--- config.mk ---
export PLATFORM = sky130hd
export DESIGN_NAME = timed_io_top
export DESIGN_NICKNAME = d
export VERILOG_FILES = /design/src/include/tio_pkg.sv /design/src/include/port_if.sv /design/src/rtl/clock_block.sv /design/src/rtl/port_unit.sv /design/src/rtl/timed_io_top.sv
export SDC_FILE = /design/constraint.sdc
export NUM_CORES = 2
export LEC_CHECK = 0
export BUFFER_PORTS_ARGS = -buffer_cell sky130_fd_sc_hd__buf_4
export CORE_AREA = 2 2 285 287
export DETAILED_ROUTE_END_ITERATION = 16
export DIE_AREA = 0 0 287 289
export GPL_TIMING_DRIVEN = 1
export PLACE_DENSITY = 0.7
export SLEW_MARGIN = 20
export SYNTH_ARGS = -nofsm -noshare
export SYNTH_HDL_FRONTEND = slang
export SYNTH_SLANG_ARGS = --single-unit
--- constraint.sdc ---
create_clock -name clk_sys_i -period 5.96 [get_ports clk_sys_i]
set_input_delay 0.596 -clock clk_sys_i [delete_from_list [all_inputs] [get_ports clk_sys_i]]
set_output_delay 0.596 -clock clk_sys_i [all_outputs]
set_load 0.01 [all_outputs]
--- src/include/tio_pkg.sv ---
// Constants and types shared by the timed I/O port block
//
// Summary of operation
// - Ports of 1, 4, 8, 16, 32 bits
// - All pins of a port share direction
// - Drive pins or sample, optional condition wait
// - Core access completes in one cycle
// - Open collector: low for zero, float one
// - Transfer register plus shift stage buffering
// - Sixteen-bit port counter times transfers
// - Counter readable; I/O deferrable to time
// - Counter captured as timestamp per transfer
// - Enabled link disables underlying port pins
// - Narrower enabled port overrules wider port
// - Unshared wider-port pins stay usable
// - Ports always transfer at own width
// - Six clock blocks; block zero reference
// - Other blocks run at configurable rates
// - Clock block may use one-bit port
// - Port-sourced clock optionally divided
// - Strobe inputs honoured, strobe outputs generated
// - After reset ports use block zero
// - Pin events delivered straight to core
// - Pull-downs enabled while in reset
`default_nettype none

package tio_pkg;

  // -------------------------------------------------------------------
  // Sizes and timing
  // -------------------------------------------------------------------
  localparam int NUM_PORTS = 5;
  localparam int NUM_PINS = 32;
  localparam int NUM_CLKBLK = 6;
  localparam int CNT_W = 16;
  localparam int unsigned PORT_WIDTH [NUM_PORTS] = '{1, 4, 8, 16, 32};
  localparam int SYS_FREQ_MHZ = 200;
  localparam int REF_FREQ_MHZ = 100;
  localparam int REF_DIV = SYS_FREQ_MHZ / REF_FREQ_MHZ;
  localparam int LINK_PIN_LO = 28;

  // -------------------------------------------------------------------
  // Register map, word indices
  // -------------------------------------------------------------------
  localparam logic [7:0] PORT_AREA_END = 8'h28;
  localparam logic [2:0] REG_CTRL = 3'h0;
  localparam logic [2:0] REG_DATA = 3'h1;
  localparam logic [2:0] REG_TIME = 3'h2;
  localparam logic [2:0] REG_COUNT = 3'h3;
  localparam logic [2:0] REG_TSTAMP = 3'h4;
  localparam logic [2:0] REG_STATUS = 3'h5;
  localparam logic [2:0] REG_COND = 3'h6;
  localparam logic [7:0] CLKBLK_BASE = 8'h30;
  localparam logic [7:0] LINK_CTRL = 8'h38;

  // -------------------------------------------------------------------
  // Field positions and reset values
  // -------------------------------------------------------------------
  localparam int CTRL_EN = 0;
  localparam int CTRL_DIR = 1;
  localparam int CTRL_OC = 2;
  localparam int CTRL_STB = 3;
  localparam int CTRL_COND_LSB = 4;
  localparam int CTRL_CLK_LSB = 8;
  localparam logic [31:0] CTRL_RST = 32'h0000_0000;
  localparam int CB_DIV_LSB = 0;
  localparam int CB_SRC = 8;
  localparam logic [8:0] CB_RST = 9'h000;

  // Input wait condition
  typedef enum logic [1:0] {
    COND_NONE = 2'b00,
    COND_EQ = 2'b01,
    COND_NE = 2'b10
  } cond_t;

endpackage

`default_nettype wire

--- src/include/port_if.sv ---
// Control and data bundle between the top level and one port unit
`default_nettype none

interface port_if #(parameter int W = 1);
  logic tick;
  logic en;
  logic dir_out;
  logic strobe_en;
  logic [1:0] cond_mode;
  logic [31:0] wdata;
  logic data_wr;
  logic time_wr;
  logic cond_wr;
  logic data_rd;
  logic [W-1:0] pin_in;
  logic strobe_in;
  logic [W-1:0] pin_out;
  logic [W-1:0] in_data;
  logic [15:0] count;
  logic [15:0] tstamp;
  logic in_valid;
  logic out_pend;
  logic timed;
  logic strobe_out;
  logic event_pulse;

  modport ctl (
    output tick, en, dir_out, strobe_en, cond_mode, wdata, data_wr,
    output time_wr, cond_wr, data_rd, pin_in, strobe_in,
    input pin_out, in_data, count, tstamp, in_valid, out_pend, timed,
    input strobe_out, event_pulse
  );
  modport unit (
    input tick, en, dir_out, strobe_en, cond_mode, wdata, data_wr,
    input time_wr, cond_wr, data_rd, pin_in, strobe_in,
    output pin_out, in_data, count, tstamp, in_valid, out_pend, timed,
    output strobe_out, event_pulse
  );
endinterface

`default_nettype wire

--- src/rtl/clock_block.sv ---
// One programmable clock block producing a port tick pulse
`default_nettype none

module clock_block
  import tio_pkg::*;
(
  // Clock and reset
  input wire logic clk_sys_i,
  input wire logic reset_n_i,
  // Sources and setup
  input wire logic ref_tick_i,
  input wire logic ext_clk_i,
  input wire logic src_ext_i,
  input wire logic [7:0] div_i,
  // Tick out
  output logic tick_o
);

  logic ext_d_r;
  logic [7:0] div_cnt_r;
  logic src_evt;

  // rising edge of port pin as source
  assign src_evt = src_ext_i ? (ext_clk_i & ~ext_d_r) : ref_tick_i;
  assign tick_o = src_evt & (div_cnt_r >= div_i);

  // Edge memory of the external clock level
  always_ff @(posedge clk_sys_i or negedge reset_n_i)
  begin
    if (!reset_n_i)
      ext_d_r <= 1'b0;
    else
      ext_d_r <= ext_clk_i;
  end

  always_ff @(posedge clk_sys_i or negedge reset_n_i)
  begin
    if (!reset_n_i)
      div_cnt_r <= 8'h00;
    else if (tick_o)
      div_cnt_r <= 8'h00;
    else if (src_evt)
      div_cnt_r <= div_cnt_r + 8'h01;
  end

endmodule // clock_block

`default_nettype wire

--- src/rtl/port_unit.sv ---
// One port: transfer buffer, counter, timestamp, condition and strobe
`default_nettype none

module port_unit
  import tio_pkg::*;
#(
  parameter int W = 1
)
(
  // Clock and reset
  input wire logic clk_sys_i,
  input wire logic reset_n_i,
  // Link to top
  port_if.unit pif
);

  logic [W-1:0] tx_r, out_r, rx_r, cond_r;
  logic [CNT_W-1:0] cnt_r, time_r, ts_r;
  logic pend_r, timed_r, valid_r, stb_r, evt_r;
  logic at_time, in_match, move_out, take_in;

  // hold until counter equals programmed time
  assign at_time = ~timed_r | (cnt_r == time_r);
  assign in_match = (pif.cond_mode == COND_EQ) ? (pif.pin_in == cond_r) :
                    (pif.cond_mode == COND_NE) ? (pif.pin_in != cond_r) :
                    1'b1;
  assign move_out = pif.tick & pif.en & pif.dir_out & pend_r & at_time;
  assign take_in = pif.tick & pif.en & ~pif.dir_out & at_time & in_match &
                   (~pif.strobe_en | pif.strobe_in);

  always_ff @(posedge clk_sys_i or negedge reset_n_i)
  begin
    if (!reset_n_i)
      cnt_r <= '0;
    else if (pif.tick)
      cnt_r <= cnt_r + 16'h0001;
  end

  always_ff @(posedge clk_sys_i or negedge reset_n_i)
  begin
    if (!reset_n_i)
    begin
      tx_r <= '0;
      out_r <= '0;
      pend_r <= 1'b0;
    end
    else
    begin
      if (pif.data_wr)
        tx_r <= pif.wdata[W-1:0];
      if (move_out)
        out_r <= tx_r;
      pend_r <= pif.data_wr | (pend_r & ~move_out);
    end
  end

  // timed arm, cleared by its transfer
  always_ff @(posedge clk_sys_i or negedge reset_n_i)
  begin
    if (!reset_n_i)
    begin
      time_r <= '0;
      timed_r <= 1'b0;
      cond_r <= '0;
    end
    else
    begin
      if (pif.time_wr)
        time_r <= pif.wdata[CNT_W-1:0];
      if (pif.cond_wr)
        cond_r <= pif.wdata[W-1:0];
      timed_r <= pif.time_wr | (timed_r & ~(move_out | take_in));
    end
  end

  // timestamp and captured input; capture beats read clear
  always_ff @(posedge clk_sys_i or negedge reset_n_i)
  begin
    if (!reset_n_i)
    begin
      ts_r <= '0;
      rx_r <= '0;
      valid_r <= 1'b0;
      evt_r <= 1'b0;
    end
    else
    begin
      if (move_out | take_in)
        ts_r <= cnt_r;
      if (take_in)
        rx_r <= pif.pin_in;
      valid_r <= take_in | (valid_r & ~pif.data_rd);
      evt_r <= take_in | move_out;
    end
  end

  // strobe out for one port period per word
  always_ff @(posedge clk_sys_i or negedge reset_n_i)
  begin
    if (!reset_n_i)
      stb_r <= 1'b0;
    else if (move_out)
      stb_r <= pif.strobe_en;
    else if (pif.tick)
      stb_r <= 1'b0;
  end

  assign pif.pin_out = out_r;
  assign pif.in_data = rx_r;
  assign pif.count = cnt_r;
  assign pif.tstamp = ts_r;
  assign pif.in_valid = valid_r;
  assign pif.out_pend = pend_r;
  assign pif.timed = timed_r;
  assign pif.strobe_out = stb_r;
  assign pif.event_pulse = evt_r;

endmodule // port_unit

`default_nettype wire

--- src/rtl/timed_io_top.sv ---
// Timed I/O ports with clock blocks, pin sharing and register port
//
// Local design decisions: strobed register access and the register addresses.
`default_nettype none

module timed_io_top
  import tio_pkg::*;
(
  // Clock and reset
  input wire logic clk_sys_i,
  input wire logic reset_n_i,
  // Register port
  input wire logic [7:0] addr_i,
  input wire logic [31:0] wdata_i,
  input wire logic wr_i,
  input wire logic rd_i,
  output logic [31:0] rdata_o,
  // Physical pins
  input wire logic [NUM_PINS-1:0] pin_i,
  output logic [NUM_PINS-1:0] pin_o,
  output logic [NUM_PINS-1:0] pin_oe_n_o,
  output logic pull_dn_o,
  // Strobes
  input wire logic [NUM_PORTS-1:0] strobe_input_i,
  output logic [NUM_PORTS-1:0] strobe_output_o,
  // Core side events and link state
  output logic [NUM_PORTS-1:0] event_o,
  output logic link_en_o
);

  // -------------------------------------------------------------------
  // Declarations
  // -------------------------------------------------------------------
  logic [31:0] ctrl_r [NUM_PORTS];
  logic [8:0] cb_cfg_r [NUM_CLKBLK];
  logic link_en_r;
  logic pull_dn_r;
  logic [31:0] rdata_r;
  logic [NUM_PINS-1:0] pin_s1_r, pin_s2_r, pin_s3_r, pin_q_r;
  logic [NUM_PORTS-1:0] stb_s1_r, stb_s2_r, stb_s3_r, stb_q_r;
  logic [NUM_PINS-1:0] pin_out_r, pin_oe_n_r;
  logic [NUM_PINS-1:0] drv_en, drv_val;
  logic [$clog2(REF_DIV)-1:0] ref_cnt_r;
  logic ref_tick;
  logic [NUM_CLKBLK-1:0] cb_tick;
  logic [31:0] p_out [NUM_PORTS];
  logic [31:0] p_in [NUM_PORTS];
  logic [15:0] p_cnt [NUM_PORTS];
  logic [15:0] p_ts [NUM_PORTS];
  logic [31:0] p_stat [NUM_PORTS];
  logic [NUM_PORTS-1:0] p_stb_out, p_evt;
  logic port_hit;
  logic [2:0] port_sel;
  logic [2:0] reg_sel;
  logic cb_hit;
  logic [2:0] cb_sel;
  logic [31:0] rd_mux;

  // -------------------------------------------------------------------
  // Address decode
  // -------------------------------------------------------------------
  // Ports sit eight words apart from index zero
  assign port_hit = addr_i < PORT_AREA_END;
  assign port_sel = addr_i[5:3];
  assign reg_sel = addr_i[2:0];
  assign cb_hit = (addr_i >= CLKBLK_BASE) &&
                  (addr_i < CLKBLK_BASE + 8'(NUM_CLKBLK));
  assign cb_sel = 3'(addr_i - CLKBLK_BASE);

  // -------------------------------------------------------------------
  // Input synchronisers
  // -------------------------------------------------------------------
  // Three stages; a change counts once stages two and three agree
  always_ff @(posedge clk_sys_i or negedge reset_n_i)
  begin
    if (!reset_n_i)
    begin
      pin_s1_r <= '0;
      pin_s2_r <= '0;
      pin_s3_r <= '0;
      pin_q_r <= '0;
    end
    else
    begin
      pin_s1_r <= pin_i;
      pin_s2_r <= pin_s1_r;
      pin_s3_r <= pin_s2_r;
      pin_q_r <= (pin_s2_r & ~(pin_s2_r ^ pin_s3_r)) |
                 (pin_q_r & (pin_s2_r ^ pin_s3_r));
    end
  end

  // Strobe inputs take the same filtered path
  always_ff @(posedge clk_sys_i or negedge reset_n_i)
  begin
    if (!reset_n_i)
    begin
      stb_s1_r <= '0;
      stb_s2_r <= '0;
      stb_s3_r <= '0;
      stb_q_r <= '0;
    end
    else
    begin
      stb_s1_r <= strobe_input_i;
      stb_s2_r <= stb_s1_r;
      stb_s3_r <= stb_s2_r;
      stb_q_r <= (stb_s2_r & ~(stb_s2_r ^ stb_s3_r)) |
                 (stb_q_r & (stb_s2_r ^ stb_s3_r));
    end
  end

  // -------------------------------------------------------------------
  // Reference clock and clock blocks
  // -------------------------------------------------------------------
  // reference tick at reference rate
  always_ff @(posedge clk_sys_i or negedge reset_n_i)
  begin
    if (!reset_n_i)
      ref_cnt_r <= '0;
    else if (ref_tick)
      ref_cnt_r <= '0;
    else
      ref_cnt_r <= ref_cnt_r + 1'b1;
  end

  assign ref_tick = (ref_cnt_r == ($clog2(REF_DIV))'(REF_DIV - 1));

  // six blocks, block zero fixed to reference
  generate
    for (genvar c = 0; c < NUM_CLKBLK; c++)
    begin : g_cb
      // Block zero ignores its setup so it stays the reference
      clock_block u_cb (
        .clk_sys_i (clk_sys_i),
        .reset_n_i (reset_n_i),
        .ref_tick_i (ref_tick),
        .ext_clk_i (pin_q_r[0]),
        .src_ext_i ((c == 0) ? 1'b0 : cb_cfg_r[c][CB_SRC]),
        .div_i ((c == 0) ? 8'h00 : cb_cfg_r[c][CB_DIV_LSB +: 8]),
        .tick_o (cb_tick[c])
      );
    end
  endgenerate

  // -------------------------------------------------------------------
  // Control registers
  // -------------------------------------------------------------------
  // reset selects clock block zero
  always_ff @(posedge clk_sys_i or negedge reset_n_i)
  begin
    if (!reset_n_i)
    begin
      for (int p = 0; p < NUM_PORTS; p++)
        ctrl_r[p] <= CTRL_RST;
    end
    else if (wr_i && port_hit && reg_sel == REG_CTRL)
      ctrl_r[port_sel] <= wdata_i;
  end

  // blocks one to five take setup
  always_ff @(posedge clk_sys_i or negedge reset_n_i)
  begin
    if (!reset_n_i)
    begin
      for (int c = 0; c < NUM_CLKBLK; c++)
        cb_cfg_r[c] <= CB_RST;
    end
    else if (wr_i && cb_hit && cb_sel != 3'd0)
      cb_cfg_r[cb_sel] <= wdata_i[8:0];
  end

  // Link enable register
  always_ff @(posedge clk_sys_i or negedge reset_n_i)
  begin
    if (!reset_n_i)
      link_en_r <= 1'b0;
    else if (wr_i && addr_i == LINK_CTRL)
      link_en_r <= wdata_i[0];
  end

  always_ff @(posedge clk_sys_i or negedge reset_n_i)
  begin
    if (!reset_n_i)
      pull_dn_r <= 1'b1;
    else
      pull_dn_r <= 1'b0;
  end

  // -------------------------------------------------------------------
  // Ports
  // -------------------------------------------------------------------
  // one unit per width
  generate
    for (genvar g = 0; g < NUM_PORTS; g++)
    begin : g_port
      localparam int W = int'(PORT_WIDTH[g]);
      logic [2:0] clk_sel;
      logic hit;

      port_if #(.W(W)) pif ();

      assign clk_sel = ctrl_r[g][CTRL_CLK_LSB +: 3];
      assign hit = wr_i && port_hit && port_sel == 3'(g);

      // tick from the selected clock block
      assign pif.tick = (clk_sel < 3'(NUM_CLKBLK)) ? cb_tick[clk_sel] :
                        1'b0;
      assign pif.en = ctrl_r[g][CTRL_EN];
      assign pif.dir_out = ctrl_r[g][CTRL_DIR];
      assign pif.strobe_en = ctrl_r[g][CTRL_STB];
      assign pif.cond_mode = ctrl_r[g][CTRL_COND_LSB +: 2];
      assign pif.wdata = wdata_i;
      // each access is a single strobe cycle
      assign pif.data_wr = hit && reg_sel == REG_DATA;
      assign pif.time_wr = hit && reg_sel == REG_TIME;
      assign pif.cond_wr = hit && reg_sel == REG_COND;
      assign pif.data_rd = rd_i && port_hit && port_sel == 3'(g) &&
                           reg_sel == REG_DATA;
      // port reads all its pins whoever drives them
      assign pif.pin_in = pin_q_r[W-1:0];
      assign pif.strobe_in = stb_q_r[g];

      port_unit #(.W(W)) u_port (
        .clk_sys_i (clk_sys_i),
        .reset_n_i (reset_n_i),
        .pif (pif.unit)
      );

      // Widen results for the shared muxes
      assign p_out[g] = 32'(pif.pin_out);
      assign p_in[g] = 32'(pif.in_data);
      assign p_cnt[g] = pif.count;
      assign p_ts[g] = pif.tstamp;
      assign p_stat[g] = {29'h0000_0000, pif.timed, pif.out_pend,
                          pif.in_valid};
      assign p_stb_out[g] = pif.strobe_out;
      assign p_evt[g] = pif.event_pulse;
    end
  endgenerate

  // -------------------------------------------------------------------
  // Pin ownership
  // -------------------------------------------------------------------
  // Widest first so a narrower enabled port lands last and wins
  generate
    for (genvar k = 0; k < NUM_PINS; k++)
    begin : g_pin
      always_comb
      begin
        drv_en[k] = 1'b0;
        drv_val[k] = 1'b0;
        for (int p = NUM_PORTS - 1; p >= 0; p--)
        begin
          // narrower port overrules, rest stays with wider
          if (ctrl_r[p][CTRL_EN] && k < int'(PORT_WIDTH[p]))
          begin
            drv_en[k] = ctrl_r[p][CTRL_DIR];
            // open collector only ever drives low
            if (ctrl_r[p][CTRL_OC])
            begin
              drv_val[k] = 1'b0;
              drv_en[k] = ctrl_r[p][CTRL_DIR] & ~p_out[p][k];
            end
            else
              drv_val[k] = p_out[p][k];
          end
        end
        // link takes its pins from all ports
        if (link_en_r && k >= LINK_PIN_LO)
        begin
          drv_en[k] = 1'b0;
          drv_val[k] = 1'b0;
        end
      end
    end
  endgenerate

  // Pin drivers registered so the pads see no decode glitches
  always_ff @(posedge clk_sys_i or negedge reset_n_i)
  begin
    if (!reset_n_i)
    begin
      pin_out_r <= '0;
      pin_oe_n_r <= '1;
    end
    else
    begin
      pin_out_r <= drv_val;
      pin_oe_n_r <= ~drv_en;
    end
  end

  // -------------------------------------------------------------------
  // Read back
  // -------------------------------------------------------------------
  // counter, timestamp and data readable any time
  always_comb
  begin
    rd_mux = 32'h0000_0000;
    if (port_hit)
    begin
      case (reg_sel)
        REG_CTRL: rd_mux = ctrl_r[port_sel];
        REG_DATA: rd_mux = p_in[port_sel];
        REG_COUNT: rd_mux = {16'h0000, p_cnt[port_sel]};
        REG_TSTAMP: rd_mux = {16'h0000, p_ts[port_sel]};
        REG_STATUS: rd_mux = p_stat[port_sel];
        default: rd_mux = 32'h0000_0000;
      endcase
    end
    else if (cb_hit)
      rd_mux = {23'h00_0000, cb_cfg_r[cb_sel]};
    else if (addr_i == LINK_CTRL)
      rd_mux = {31'h0000_0000, link_en_r};
  end

  // Data stand only in the cycle after the read strobe
  always_ff @(posedge clk_sys_i or negedge reset_n_i)
  begin
    if (!reset_n_i)
      rdata_r <= 32'h0000_0000;
    else if (rd_i)
      rdata_r <= rd_mux;
    else
      rdata_r <= 32'h0000_0000;
  end

  // -------------------------------------------------------------------
  // Outputs
  // -------------------------------------------------------------------
  assign rdata_o = rdata_r;
  assign pin_o = pin_out_r;
  assign pin_oe_n_o = pin_oe_n_r;
  assign pull_dn_o = pull_dn_r;
  assign strobe_output_o = p_stb_out;
  // events go straight out, no interrupt logic
  assign event_o = p_evt;
  assign link_en_o = link_en_r;

endmodule // timed_io_top

`default_nettype wire

==> results.py <==
metrics = {
    "run_status": {
        "status": "completed",
    },
    "die": {
        "core_area_um2": 79900,
        "die_h_um": 289,
        "rows": 104,
        "start_util_pct": 55.7,
        "die_x_um": 287,
        "boundaryPins": 189,
        "die-area_um2": 82900,
    },
    "final_layout": {
        "layout.nets": 3651,
        "diodes": 0,
        "fin_util_pct": 63.5,
        "area_delta_synth_final_pct": 13.9,
        "fillCellCount": 6005,
        "drive_gt1_share_pct": 32.6,
        "final_common_cell": "dfrtp_1",
        "mostFrequentLayoutCells": "977 x dfrtp_1, 601 x mux2_2, 218 x buf_4",
    },
    "place": {
        "place_ws_ns": 1.81,
        "post-dp-hpwl_mm": 83.6,
        "io_buffers": 188,
        "place_congestion": 0.941,
    },
    "logic_synthesis": {
        "synth_ff_type": "dfrtp_1",
        "synthCells": 3375,
        "synth_warnings": 0,
        "ys_types": 89,
        "yosysSeqAreaShare_pct": 56.9,
        "syn_area_um2": 44500,
        "ys_ff_latch": 1011,
        "synthArstFlopShare_pct": 100,
        "synth_nets": 3506,
        "synth-edff-count": 0,
        "avgSynthCellArea_um2": 13.2,
    },
    "timing": {
        "max_slew_margin_pct": 20.8,
        "setup_viol": 0,
        "tightest_slew_ns": 1.19,
        "clock_skew_ns": 0.0336,
        "period_share_pct": 71.7,
        "drv_slew": 0,
        "setup_ws_ns": 1.69,
        "fmax_ghz": 0.234,
        "hold_viol_final": 0,
        "fin_tns_setup_ns": 0,
        "rsz0062_at_grt": "no",
        "fin_crit_ns": 4.27,
    },
    "critical_path": {
        "end_kind": "flop",
        "required_ns": 6.53,
        "cp-start-kind": "flop",
        "critical_path_class": "reg -> reg",
        "critPathMaxFanout": 18,
        "crit_arrival_ns": 4.84,
    },
    "route": {
        "drcViolationCount": 0,
        "vias": 29000,
        "drtIter0Drc": 2850,
        "wl_per_cell_um": 26.3,
        "routed_wl_mm": 123,
        "via_per_inst": 6.22,
        "firstDrtPassIters": 7,
        "ant_nets": 0,
    },
    "global_route": {
        "grt_remaining_overflow": 0,
        "grt_pass1_vias": 30100,
        "grt_pass1_wl_mm": 187,
        "antenna_found_initial": 5,
        "track_usage_pct": 29.9,
        "grt_max_degree": 182,
    },
    "cts": {
        "max-clock-path-buffers": 3,
        "cts.sinks": 1011,
        "ctsHtreeMaxLevel": 3,
        "cts_tree": "yes",
        "clock_latency_ns": 0.69,
        "numCtsBuffers": 105,
        "root_buffer": "clkbuf_16",
        "path_clk_slew_ns": 0.06,
    },
    "run": {
        "drv_cap": 0,
    },
    "power": {
        "p_leak_nw": 23.6,
        "peakVddDrop_v": 0.000257,
        "cellPowerDensity_nw_per_um2": 333,
    },
    "worst_hold_path": {
        "hp-class": "in -> async",
    },
}
==> critical path, stage by stage, from the launching register on <==
cell and delay [ns]:
dfrtp_1 0.87, and2b_2 0.33, mux2i_2 0.16, a2111oi_1 0.85, o21ai_0 0.21, a21oi_2 0.77
o21ai_0 0.54, mux2_2 0.41
==> per-stage QoR <==
| stage | hold WS, ns | total power [mW] | cells | instance area (µm²) |
|---|---|---|---|---|
| after detailed placement | 0.335 | 10.0 | 4451 | 46800 |
| after CTS | 0.00000294 | 16.9 | 4667 | 50700 |
| after global placement | 0.332 | 9.92 | 4449 | 46700 |
| after floorplan | 0.300 | 9.14 | 3375 | 44500 |
| final | 0.00377 | 16.9 | 4668 | 50700 |
| after global routing | 0.00668 | 17.5 | 4668 | 50700 |
==> cell families after synthesis <==
| logic type | Yosys count | synth area share [%] |
|---|---|---|
| buffers and inverters | 296 | 2.84 |
| muxes | 706 | 19.8 |
| other | 1 | 0.00842 |
| DFF | 1011 | 56.9 |
| and+or+nand+nor | 572 | 6.30 |
| xor gates and xnor gates | 231 | 4.54 |
| adders and majority gates | 87 | 2.24 |
| AOI/OAI and AO/OA | 471 | 7.31 |
==> Yosys cell counts (15+ instances only) <==
| library cell | instances | area [µm²] |
|---|---|---|
| dfrtp_1 | 978 | 24500 |
| mux2_2 | 601 | 6770 |
| nand2_1 | 178 | 668 |
| clkbuf_1 | 143 | 537 |
| nor2_1 | 127 | 477 |
| xor2_1 | 126 | 1100 |
| a21oi_1 | 111 | 556 |
| xnor2_1 | 105 | 920 |
| a22oi_1 | 87 | 653 |
| inv_1 | 84 | 315 |
| o21ai_0 | 79 | 395 |
| mux4_2 | 77 | 1730 |
| ha_1 | 50 | 626 |
| nand4_1 | 49 | 307 |
| nand3_1 | 41 | 205 |
| maj3_1 | 37 | 370 |
| dfstp_2 | 33 | 867 |
| nand2b_1 | 29 | 181 |
| and3_1 | 27 | 169 |
| buf_2 | 27 | 135 |
| and2_1 | 24 | 150 |
| o22ai_1 | 24 | 150 |
| a31oi_1 | 23 | 144 |
| nor4_1 | 23 | 144 |
| a211oi_1 | 22 | 165 |
| buf_1 | 17 | 63.8 |
| nor2b_1 | 17 | 106 |
| nor3_1 | 17 | 85.1 |
| buf_4 | 16 | 120 |
| a22o_1 | 15 | 131 |
==> timing repair <==
action                                 CTS  global route
endpoints found under the hold margin   21             0
hold buffers                            21             0
resized for setup                        0             0
setup buffers                            0             0
==> metal layers <==
layer	up-vias	wire [µm]	track usage, %
met4	2	4200	10.7
met5	-	13	0
li1	12400	-	-
met1	15200	52800	42.8
met2	1179	56500	46.3
met3	234	9210	5.39
==> final timing paths <==
kind                                   start                               to  cells after the start  slack [ns]
max in group asynchronous          reset_n_i                     pin_s3_r[17]                      2        4.38
max                                     flop  g_port[1].u_port.pif.pin_out[0]                      7        1.69
min in group clk_sys_i     strobe_input_i[0]                      stb_s1_r[0]                      1        0.02
max reg2reg                             flop  g_port[1].u_port.pif.pin_out[0]                      7        1.69
min                                reset_n_i                     cb_cfg_r[43]                      1       0.004
min reg2reg                     pin_s1_r[31]                     pin_s2_r[31]                      0        0.34
==> registers in the layout (all words and copies together), names as in the netlist, 40 cells and up, named ones only <==
register and flops:
g_port.u_port.tx_r 61, g_port.u_port.pif.count 80, ctrl_r 160, g_cb.u_cb.div_cnt_r 40, cb_cfg_r 54, g_port.u_port.pif.pin_out 61
g_port.u_port.cond_r 61, g_port.u_port.pif.tstamp 80, g_port.u_port.time_r 80, g_port.u_port.pif.in_data 61
==> final cells by class <==
| cell class | instances | area (µm²) | area share [%] |
|---|---|---|---|
| inverter | 85 | 319 | 0.629 |
| multi-input combinational | 2068 | 18000 | 35.5 |
| timing repair buffer | 249 | 2060 | 4.05 |
| sequential | 1011 | 25300 | 50.0 |
| clock buffer | 139 | 2910 | 5.73 |
| clock inverter | 56 | 764 | 1.51 |
| tap | 1060 | 1330 | 2.61 |
==> where the power goes <==
group / switching (mW) / internal (mW)
clock network: 2.81 / 4.10
registers: 0.567 / 7.30
logic: 1.24 / 0.871
(Power assumes the default switching activity.)
